$ cat src/shared/motion_cw_consts.svh
// Constants for the motion control word decoder: bit positions and sizes.
// Assumes inclusion by bare name from the design file.
`ifndef MOTION_CW_CONSTS_SVH
`define MOTION_CW_CONSTS_SVH

// ---------------------------------------------------------------
// Control word bit positions
// ---------------------------------------------------------------
`define CW_RESERVED_BIT      15
`define CW_TARGET_POS_BIT    14
`define CW_ZERO_BIT          13
`define CW_DRIVE_CUT_BIT     12
`define CW_STANDSTILL_BIT    11
`define CW_PRESET_BIT        10
`define CW_DECAY_BIT         9
`define CW_ENCODER_BIT       8
`define CW_LAG_BIT           7
`define CW_ADVANCE_BIT       6
`define CW_LATCH_VIEW_BIT    5
`define CW_EXT_FALL_BIT      4
`define CW_EXT_RISE_BIT      3
`define CW_IN_TWO_BIT        2
`define CW_IN_ONE_BIT        1
`define CW_INDEX_BIT         0
`define COMMAND_BYTE_CUT_BIT 3

// ---------------------------------------------------------------
// Sizes and reset values
// ---------------------------------------------------------------
`define CAPTURE_DEPTH        20
`define CW_RESET             16'h0000
`define POSITION_RESET       32'h0000_0000

`endif

$ cat src/shared/motion_cw_pkg.sv
// Types for the motion control word decoder.
// Assumes no other package.
package motion_cw_pkg;

    typedef enum logic [2:0] {
        SRC_NONE,
        SRC_INDEX,
        SRC_EXT_FALL,
        SRC_EXT_RISE,
        SRC_IN_ONE,
        SRC_IN_TWO
    } capture_src_t;

    typedef enum logic [1:0] {
        VIEW_POSITION,
        VIEW_LAG,
        VIEW_ENCODER,
        VIEW_LATCH
    } view_t;

    // Raw input pins sampled for latch events
    typedef struct packed {
        logic index_c;
        logic ext_latch;
        logic digital_input_one;
        logic digital_input_two;
    } latch_pins_t;

    // Drive settings handed to the bridge logic
    typedef struct packed {
        logic target_position_select;
        logic reduce_running;
        logic reduce_standstill;
        logic single_pulse_decay_sel;
    } drive_ctl_t;

endpackage

$ cat src/logic/stepper_control_word_decoder.sv
// Decoder of the 16-bit motion control word of a stepper terminal.
// Assumes the control word, pins and positions are synchronous to clk.
//
// Overview of operation
// - Bit 14 high: cyclic process value is a target position, not velocity.
// - Rising edge of bit 13 clears the position count to zero.
// - Rising edge of bit 10 loads position from preset pair, only if bit 13 low.
// - Bit 12 high: apply reduced current level even while rotating.
// - Bit 11 high: reduced current at standstill, same as command byte bit 3.
// - Bit 9 low: both transistors pulsed; high: one pulsed, one held on.
// - Bit 8 high: report encoder position, encoder variant with internal positioning.
// - Bit 7 selects position or relative position error in input bytes 2 and 3, with internal positioning only.
// - Bit 5 selects position or latched value in input bytes 2 and 3.
// - Bit 6 change with array enabled and bit 5 set shows next of 20 values.
// - Bit 4 high: capture position on falling external latch edge; beats bits 1,2.
// - Bit 3 high: capture position on rising external latch edge; beats bits 1,2.
// - Bit 2 high: capture position on rising edge of digital input two.
// - Bit 1 high: capture on rising edge of digital input one; beats bit 2.
// - Bit 0 high: capture on rising index edge; beats every other source that is not already armed and still enabled.
`timescale 1ns/100ps
`include "motion_cw_consts.svh"

module stepper_control_word_decoder (
    // Clock and reset
    input  wire logic                        clk,
    input  wire logic                        rstn,
    // Process output image
    input  wire logic [15:0]                 motion_control_word,
    input  wire logic                        command_byte_cut,
    input  wire logic [31:0]                 process_value,
    // Registers of the terminal
    input  wire logic [15:0]                 preset_low_reg,
    input  wire logic [15:0]                 preset_high_reg,
    input  wire logic [7:0]                  reduced_current_level_reg,
    input  wire logic                        capture_array_enable,
    input  wire logic                        encoder_variant,
    input  wire logic                        internal_positioning,
    // Motion sources
    input  wire logic [31:0]                 step_delta,
    input  wire logic                        step_valid,
    input  wire logic [31:0]                 position_error,
    input  wire logic [31:0]                 encoder_position,
    input  wire motion_cw_pkg::latch_pins_t  latch_pins,
    // Drive outputs
    output logic [31:0]                      position,
    output logic [31:0]                      target_position,
    output logic [31:0]                      target_velocity,
    output motion_cw_pkg::drive_ctl_t        drive_ctl,
    output logic [7:0]                       current_limit,
    output logic                             current_limit_en,
    // Process input image
    output logic [15:0]                      input_bytes_2_3,
    output logic [4:0]                       capture_count,
    output logic                             capture_valid,
    output logic                             latch_view_active
);

    // ---------------------------------------------------------------
    // Edge history
    // ---------------------------------------------------------------
    logic [15:0]                     cw_prev;
    logic [15:0]                     next_cw_prev;
    motion_cw_pkg::latch_pins_t      pins_prev;
    motion_cw_pkg::latch_pins_t      next_pins_prev;
    logic [15:0]                     cw;

    always_comb begin
        cw = motion_control_word;
        // Bit 15 forced low so a stray one decodes nothing
        cw[`CW_RESERVED_BIT] = 1'b0;
        next_cw_prev = cw;
        next_pins_prev = latch_pins;
    end

    always_ff @(posedge clk) begin
        if (!rstn) begin
            cw_prev   <= `CW_RESET;
            pins_prev <= '0;
        end else begin
            cw_prev   <= next_cw_prev;
            pins_prev <= next_pins_prev;
        end
    end

    // ---------------------------------------------------------------
    // Edge detection
    // ---------------------------------------------------------------
    // History resets low: a bit held high through reset acts as an edge
    logic zero_rise;
    logic preset_rise;
    logic advance_toggle;
    assign zero_rise      = cw[`CW_ZERO_BIT] & ~cw_prev[`CW_ZERO_BIT];
    assign preset_rise    = cw[`CW_PRESET_BIT] & ~cw_prev[`CW_PRESET_BIT];
    assign advance_toggle = cw[`CW_ADVANCE_BIT] ^ cw_prev[`CW_ADVANCE_BIT];

    // ---------------------------------------------------------------
    // Position count
    // ---------------------------------------------------------------
    logic [31:0] next_position;

    always_comb begin
        next_position = position;
        // Clear beats preset, and both beat a step in the same cycle
        if (zero_rise) begin
            next_position = `POSITION_RESET;
        end else if (preset_rise && !cw[`CW_ZERO_BIT]) begin
            next_position = {preset_high_reg, preset_low_reg};
        end else if (step_valid) begin
            next_position = position + step_delta;
        end
    end

    // ---------------------------------------------------------------
    // Drive settings and process value routing
    // ---------------------------------------------------------------
    motion_cw_pkg::drive_ctl_t next_drive_ctl;
    logic [31:0]               next_target_position;
    logic [31:0]               next_target_velocity;
    logic [7:0]                next_current_limit;
    logic                      next_current_limit_en;

    always_comb begin
        next_drive_ctl.target_position_select = cw[`CW_TARGET_POS_BIT];
        next_drive_ctl.reduce_running         = cw[`CW_DRIVE_CUT_BIT];
        // Either source asks for standstill reduction
        next_drive_ctl.reduce_standstill      = cw[`CW_STANDSTILL_BIT] | command_byte_cut;
        next_drive_ctl.single_pulse_decay_sel = cw[`CW_DECAY_BIT];
        // Register not selected keeps its last value
        next_target_position = target_position;
        next_target_velocity = target_velocity;
        if (cw[`CW_TARGET_POS_BIT]) begin
            next_target_position = process_value;
        end else begin
            next_target_velocity = process_value;
        end
        next_current_limit    = reduced_current_level_reg;
        next_current_limit_en = next_drive_ctl.reduce_running | next_drive_ctl.reduce_standstill;
    end

    // ---------------------------------------------------------------
    // Capture source arbitration
    // ---------------------------------------------------------------
    motion_cw_pkg::capture_src_t armed;
    motion_cw_pkg::capture_src_t next_armed;
    motion_cw_pkg::capture_src_t best;

    always_comb begin
        if (cw[`CW_INDEX_BIT]) begin
            best = motion_cw_pkg::SRC_INDEX;
        end else if (cw[`CW_EXT_FALL_BIT]) begin
            best = motion_cw_pkg::SRC_EXT_FALL;
        end else if (cw[`CW_EXT_RISE_BIT]) begin
            best = motion_cw_pkg::SRC_EXT_RISE;
        end else if (cw[`CW_IN_ONE_BIT]) begin
            best = motion_cw_pkg::SRC_IN_ONE;
        end else if (cw[`CW_IN_TWO_BIT]) begin
            best = motion_cw_pkg::SRC_IN_TWO;
        end else begin
            best = motion_cw_pkg::SRC_NONE;
        end
    end

    logic armed_enabled;
    always_comb begin
        case (armed)
            motion_cw_pkg::SRC_INDEX:    armed_enabled = cw[`CW_INDEX_BIT];
            motion_cw_pkg::SRC_EXT_FALL: armed_enabled = cw[`CW_EXT_FALL_BIT];
            motion_cw_pkg::SRC_EXT_RISE: armed_enabled = cw[`CW_EXT_RISE_BIT];
            motion_cw_pkg::SRC_IN_ONE:   armed_enabled = cw[`CW_IN_ONE_BIT];
            motion_cw_pkg::SRC_IN_TWO:   armed_enabled = cw[`CW_IN_TWO_BIT];
            default:                     armed_enabled = 1'b0;
        endcase
        // Hold the armed source until disabled, then take the best one
        next_armed = armed_enabled ? armed : best;
    end

    // ---------------------------------------------------------------
    // Capture event
    // ---------------------------------------------------------------
    logic capture_hit;
    always_comb begin
        case (armed)
            motion_cw_pkg::SRC_INDEX:
                capture_hit = latch_pins.index_c & ~pins_prev.index_c;
            motion_cw_pkg::SRC_EXT_FALL:
                capture_hit = ~latch_pins.ext_latch & pins_prev.ext_latch;
            motion_cw_pkg::SRC_EXT_RISE:
                capture_hit = latch_pins.ext_latch & ~pins_prev.ext_latch;
            motion_cw_pkg::SRC_IN_ONE:
                capture_hit = latch_pins.digital_input_one & ~pins_prev.digital_input_one;
            motion_cw_pkg::SRC_IN_TWO:
                capture_hit = latch_pins.digital_input_two & ~pins_prev.digital_input_two;
            default:
                capture_hit = 1'b0;
        endcase
        capture_hit = capture_hit & armed_enabled;
    end

    // ---------------------------------------------------------------
    // Capture array
    // ---------------------------------------------------------------
    // Without the array only slot 0 is used and each capture overwrites it
    logic [31:0] capture_mem [`CAPTURE_DEPTH];
    logic [31:0] next_capture_mem [`CAPTURE_DEPTH];
    logic [4:0]  wr_ptr;
    logic [4:0]  rd_ptr;
    logic [4:0]  next_wr_ptr;
    logic [4:0]  next_rd_ptr;
    logic [4:0]  next_capture_count;
    logic        next_capture_valid;
    logic        pop;

    always_comb begin
        next_capture_mem   = capture_mem;
        next_wr_ptr        = wr_ptr;
        next_rd_ptr        = rd_ptr;
        next_capture_count = capture_count;
        next_capture_valid = capture_valid;
        // Last entry is kept, so the view never goes stale
        pop = advance_toggle && capture_array_enable && cw[`CW_LATCH_VIEW_BIT]
              && (capture_count > 5'h01);
        if (pop) begin
            next_rd_ptr = (rd_ptr == 5'(`CAPTURE_DEPTH - 1)) ? 5'h00 : rd_ptr + 5'h01;
            next_capture_count = next_capture_count - 5'h01;
        end
        if (capture_hit) begin
            next_capture_valid = 1'b1;
            if (!capture_array_enable) begin
                next_capture_mem[0] = position;
                next_rd_ptr         = 5'h00;
                next_wr_ptr         = 5'h00;
                next_capture_count  = 5'h01;
            end else if (next_capture_count < 5'(`CAPTURE_DEPTH)) begin
                // A full array drops new events instead of losing stored ones
                next_capture_mem[wr_ptr] = position;
                next_wr_ptr = (wr_ptr == 5'(`CAPTURE_DEPTH - 1)) ? 5'h00 : wr_ptr + 5'h01;
                next_capture_count = next_capture_count + 5'h01;
            end
        end
    end

    // ---------------------------------------------------------------
    // Input image view
    // ---------------------------------------------------------------
    logic [15:0] next_input_bytes;
    logic        next_latch_view_active;
    logic        int_enc;

    always_comb begin
        int_enc = internal_positioning;
        // Reads memory before this cycle's capture lands: one cycle of lag
        next_latch_view_active = cw[`CW_LATCH_VIEW_BIT];
        if (cw[`CW_ENCODER_BIT] && int_enc && encoder_variant) begin
            next_input_bytes = encoder_position[15:0];
        end else if (cw[`CW_LATCH_VIEW_BIT]) begin
            next_input_bytes = capture_mem[rd_ptr][15:0];
        end else if (cw[`CW_LAG_BIT] && int_enc) begin
            next_input_bytes = position_error[15:0];
        end else begin
            next_input_bytes = position[15:0];
        end
    end

    // ---------------------------------------------------------------
    // State registers
    // ---------------------------------------------------------------
    always_ff @(posedge clk) begin
        if (!rstn) begin
            position          <= `POSITION_RESET;
            target_position   <= `POSITION_RESET;
            target_velocity   <= `POSITION_RESET;
            drive_ctl         <= '0;
            current_limit     <= 8'h00;
            current_limit_en  <= 1'b0;
            armed             <= motion_cw_pkg::SRC_NONE;
            wr_ptr            <= 5'h00;
            rd_ptr            <= 5'h00;
            capture_count     <= 5'h00;
            capture_valid     <= 1'b0;
            input_bytes_2_3   <= 16'h0000;
            latch_view_active <= 1'b0;
            for (int i = 0; i < `CAPTURE_DEPTH; i++) begin
                capture_mem[i] <= 32'h0000_0000;
            end
        end else begin
            position          <= next_position;
            target_position   <= next_target_position;
            target_velocity   <= next_target_velocity;
            drive_ctl         <= next_drive_ctl;
            current_limit     <= next_current_limit;
            current_limit_en  <= next_current_limit_en;
            armed             <= next_armed;
            wr_ptr            <= next_wr_ptr;
            rd_ptr            <= next_rd_ptr;
            capture_count     <= next_capture_count;
            capture_valid     <= next_capture_valid;
            input_bytes_2_3   <= next_input_bytes;
            latch_view_active <= next_latch_view_active;
            capture_mem       <= next_capture_mem;
        end
    end

endmodule

$ cat config.mk
export PLATFORM = sky130hd
export DESIGN_NAME = stepper_control_word_decoder
export DESIGN_NICKNAME = d
export VERILOG_FILES = /design/src/shared/motion_cw_pkg.sv /design/src/logic/stepper_control_word_decoder.sv
export VERILOG_INCLUDE_DIRS = /design/src /design/src/shared
export SDC_FILE = /design/constraint.sdc
export NUM_CORES = 1
export LEC_CHECK = 0
export BUFFER_PORTS_ARGS = -buffer_cell sky130_fd_sc_hd__buf_2
export CAP_MARGIN = 25
export CORE_MARGIN = 2
export CORE_UTILIZATION = 50
export DETAILED_ROUTE_END_ITERATION = 7
export GPL_ROUTABILITY_DRIVEN = 0
export PLACE_DENSITY_LB_ADDON = 0.25
export SLEW_MARGIN = 20
export SYNTH_ARGS = -nofsm -noshare
export SYNTH_HDL_FRONTEND = slang
export SYNTH_SLANG_ARGS = --single-unit
$ cat constraint.sdc
create_clock -name clk -period 5.3 [get_ports clk]
set_input_delay 1.06 -clock clk [delete_from_list [all_inputs] [get_ports clk]]
set_output_delay 1.06 -clock clk [all_outputs]
set_load 0.1 [all_outputs]
# Word-level counts from Yosys, hierarchy flattened
# Index checks and enable logic that the tools add are counted.
# totals
register_bits	803
elab_cells	124
input_bits	195
output_inout_bits	132
# classes
eq_ne	8
n_lt_le_gt_ge	5
add_sub_neg	5
n_bitwise	21
reduce_logical	13
n_mux	31
# op_table
op	n
$bwmux 640	1
$mux 640	1
$bmux 32 s5	1
$demux 32 s5	1
$mux 32	4
$mux 16	5
$mux 5	11
$add 32x32->32	1
$add 5x1->5 const B	3
$mux 3	5
$ge 6x6->1 const B	2
$not 5->6	2
$eq 5x5->1 const B	2
$pmux 1 s5	2
$and 1x1->1	8
$logic_and 1x1->1	8
$not 1->1	8
$eq 3x2->1 const B	2
$eq 3x3->1 const B	2
$lt 6x1->1 const B	1
$gt 5x1->1 const B	1
$lt 5x5->1 const B	1
$sub 5x1->5 const B	1
$eq 3x1->1 const B	1
other kinds (8)	9

# Logic depth before layout (Yosys ltp)
# logic_depth
depth_word	9
mapped_depth	14
mapped_depth_nobuf	10

# Least setup slack after synthesis
# No wires, ideal clock.
# synth_timing
path_type	reg-to-reg
from	reg capture_count[0]
to	reg capture_mem[422] in the netlist's numbering
period_less_slack_ns	3.400
n_path_buf	4
stages_incl_launch_ff	14
required_ns	5.172
arrival_time_ns	3.273
slack_ns	1.900
setup_time_ns	0.128
path_cell_list	dfxtp_1 -> ha_1 -> o21ba_2 -> o2111ai_1 -> a32oi_1 -> mux2_4 -> buf_6 -> buf_6 -> and2_4 -> buf_6 -> nand3_4 -> buf_12 -> mux2i_1 -> nor2_1
# synth_between
elab_chain_len	5
elab_cells_between_ends	6
cone_classes	add/sub: 1; order compare: 2; mux: 1; reduce/logical: 2
# synth_lines
item	line	rtl
start, declared	stepper_control_word_decoder.sv:53	output logic [4:0] capture_count,
start signal, assigned	stepper_control_word_decoder.sv:295	capture_count <= next_capture_count;
$gt 5x1->1	stepper_control_word_decoder.sv:221	&& (capture_count > 5'h01);
$logic_and 1x1->1	stepper_control_word_decoder.sv:220	pop = advance_toggle && capture_array_enable && cw[`CW_LATCH_VIEW_BIT]
$mux 5 *	stepper_control_word_decoder.sv:222	if (pop) begin
$lt 5x5->1 *	stepper_control_word_decoder.sv:233	end else if (next_capture_count < 5'(`CAPTURE_DEPTH)) begin
$reduce_and 3->1 (no line) *	n/a	
end signal, assigned	stepper_control_word_decoder.sv:299	capture_mem <= next_capture_mem;
end, declared	stepper_control_word_decoder.sv:203	logic [31:0] capture_mem [`CAPTURE_DEPTH];
# Every way passes the cells marked *; elsewhere a longest branch is shown, timed or not.
# A chain may end at the register's enable or synchronous reset.

# Final worst setup path
# layout_timing
from	reg position[5]
to	reg position[24]
# layout_between
elab_chain_len	3
# layout_lines
item	line	rtl
start, declared	stepper_control_word_decoder.sv:45	output logic [31:0] position,
start signal, assigned	stepper_control_word_decoder.sv:269	position <= `POSITION_RESET;
start signal, assigned	stepper_control_word_decoder.sv:286	position <= next_position;
$add 32x32->32	stepper_control_word_decoder.sv:109	next_position = position + step_delta;
$mux 32	stepper_control_word_decoder.sv:108	end else if (step_valid) begin
$mux 32	stepper_control_word_decoder.sv:106	end else if (preset_rise && !cw[`CW_ZERO_BIT]) begin
# No other way between the ends. The select of a mux whose other input is x is not followed.

==> out/metrics.csv <==
metric,value,unit
Vias,18500,
quantity of I/O buffers inserted on ports,293,
number of synthesized flops with an enable pin,0,
Setup Crit Path Kind,register to register,
endpoints failing hold,0,
n_diodes,0,
mapped cell area,21900,um^2
top cell type's share of synthesized area,0.432,
Worst Hold Class,register to register,
"top cells by area, synth","dfxtp_1 43%, mux4_2 9.9%, nand2_1 9.5%, mux2i_1 7.3%, a21oi_1 6.8%",
M2 GR Usage,0.451,
GR Overflow Total,0,
"worst slack, placed",1.31,ns
die area,45400,um^2
Pwr Density,336,nW/um^2
Clk pwr share,0.422,
min Tclk post-route,3.51,ns
Slew Limit Fails,0,
Highest Clock Rate,0.285,GHz
Hold Path Sink,capture_mem[45],
post-CTS setup buffer count,0,
largest net degree at the start of global routing,164,
distinct cell type count after synthesis,70,
Max IR drop VDD,0.000279,V
Bufs on Longest Clock Path,3,
Final ANT Viol Nets,0,
Setup WS post-layout,1.79,ns
RSZ-0062 raised after global routing,false,
syn_area_per_cell,8.96,um^2
Routed WL,59.5,mm
global-route wire length before repair,93.9,mm
Logic pwr share,0.143,
number of I/O pins,327,
"Clk Latency, worst-skew pair",0.61,ns
Chip Width,213,um
Worst-path clk slew,0.06,ns
Yosys warnings,0,
CP required,5.78,ns
drt wl/cell,18.4,um
Die Y,213,um
CTS Root Buffer Type,clkbuf_16,
Worst Setup End Kind,register,
DRC,0,
"commonest non-fill, non-tap cell in the layout",nand2_1,
CTS tree,built,
Psw,2.42,mW
Slew headroom,0.319,
critical hold path startpoint,capture_mem[45],
met1 GRT Util,0.319,
final period utilization,0.662,
Mapped Cells,2439,
"FFs w/ async S/R, synth",0,
hold path cells,2,
"Setup violations, final",0,
fillcell total,3739,
slew of the pin with the lowest slew margin,1.02,ns
register area share after synthesis,0.432,
R2R Path End,position[24],
Synth Register Bits,472,
Internal,6.04,mW
Final HPWL DP,39.6,mm
Crit Path Max Fanout,24,
vias in the first global route,18200,
overall routing resource usage,0.258,
1st-iter DRT viols,1401,
starting density of the core,0.507,
ys flop type,dfxtp_1,
status,finished clean,
CP arrival,3.99,ns
Mapped Nets,2674,
maxcap violations,0,
"Hold-fix buffers, CTS",0,
sequential share of power,0.435,
CP Launch Type,register,
Worst Reg-to-Reg Cells,9,
num rows,76,
GRT busiest layer,met2,
initial antenna violation count,0,
largest area contributor in the netlist,dfxtp_1,
CTS sink cnt,472,
highest-count cells in the layout ignoring fill and taps,"555 x nand2_1, 470 x dfxtp_1, 297 x a21oi_1",
Placeable Area,43100,um^2
Area Growth Syn to Fin,15.1,%
Setup Skew,0.0314,ns
CTS H-tree lvls,2,
TritonCTS Buffers,50,
hold_ws,0.446,ns
Avg Vias per Cell,5.72,
sw frac,0.286,
post_cts resized,0,
setup tns final,0,ns
Reg2Reg Setup Slack,1.79,ns
DR pass1 iterations,5,
GR Util met3,0.0525,
share of post-route cells with drive strength above 1,0.201,
reg2reg start,position[5],
Leak,10.2,nW
nets@finish,2847,
synth_stat cells, drive strengths merged (3+ instances only):
cell type and count:
o31ai 22, xor2 11, nor3 15, nor2 213, a211oi 40, nand3 22
o32ai 3, inv 25, o211ai 5, a31o 3, xnor2 24, buf 43
a32oi 6, clkbuf 168, o21ai 38, nor3b 8, and3 17, a31oi 13
or3 7, dfxtp 472, o21bai 8, nand4 21, ha 39, a21o 9
and4 15, mux2i 160, nor2b 6, and2 25, a21oi 297, mux4 96
nand2 555, a221oi 17
power groups by stage:
stage          sequential (mW)  clock, mW  combinational [mW]
5_1_grt                   3.68       3.76                1.28
4_1_cts                   3.68       3.63                1.20
3_3_place_gp              3.75          0                1.18
2_1_floorplan             4.20          0               0.486
3_5_place_dp              3.75          0                1.20
6_report                  3.68       3.57                1.21
worst max-delay path, cell delays in order, from the launching register on:
cell       delay [ns]
dfxtp_1          0.96
ha_1             0.39
nor3_1           0.08
o21bai_1         0.32
a31oi_1          0.16
o32ai_1          0.35
a41oi_1          0.28
o31ai_1          0.38
xnor2_1          0.10
a2111oi_0        0.36
layer usage:
| metal | vias to the layer above | wire [um] |
|---|---|---|
| met5 | - | 0 |
| met4 | 0 | 1420 |
| met3 | 101 | 4890 |
| met2 | 742 | 28600 |
| met1 | 8856 | 24600 |
| li1 | 8814 | - |
how the worst max path moves through the flow:
| stage | startpoint | to | slack [ns] | depth (start not counted) |
|---|---|---|---|---|
| 2_1_floorplan | capture_count[0] | capture_mem[422] | 1.90 | 13 |
| 3_3_place_gp | motion_control_word[2] | capture_mem[271] | 1.38 | 9 |
| 3_5_place_dp | motion_control_word[2] | capture_mem[266] | 1.31 | 9 |
| 4_1_cts | position[5] | position[24] | 1.80 | 9 |
| 5_1_grt | position[4] | position[26] | 1.52 | 9 |
| 6_report | position[5] | position[24] | 1.79 | 9 |
cells by family after synthesis:
logic type / after synthesis / share of synthesized area
simple gates: 917 / 0.180
buf+inv: 237 / 0.0486
mux: 258 / 0.173
flops: 472 / 0.432
compound gates: 480 / 0.129
fa+ha+maj: 40 / 0.0232
xor+xnor: 35 / 0.0140
cell type report:
| class | count | area, um^2 | area share |
|---|---|---|---|
| multi-input combinational | 1730 | 11400 | 0.452 |
| clock inverter | 15 | 225 | 0.00896 |
| inverter | 26 | 105 | 0.00418 |
| timing repair buffer | 332 | 1780 | 0.0710 |
| sequential | 472 | 9460 | 0.376 |
| clock buffer | 74 | 1470 | 0.0585 |
| tap | 585 | 732 | 0.0291 |
sequential cells by signal (all words and copies together), names as in the netlist, 5 cells and up:
name,count
capture_mem,320
input_bytes_2_3,16
rd_ptr,5
capture_count,5
current_limit,8
wr_ptr,5
position,32
cw_prev,6
target_velocity,32
target_position,32
metrics by stage:
stage          instances  utilization  power (mW)  area [um^2]
6_report            3234        0.584        8.46        25100
2_1_floorplan       2439            -        4.68        21900
3_3_place_gp        3142        0.544        4.93        23400
5_1_grt             3234        0.584        8.73        25100
3_5_place_dp        3143        0.544        4.95        23400
4_1_cts             3232        0.583        8.51        25100
Power figures use the tool's default switching activity.
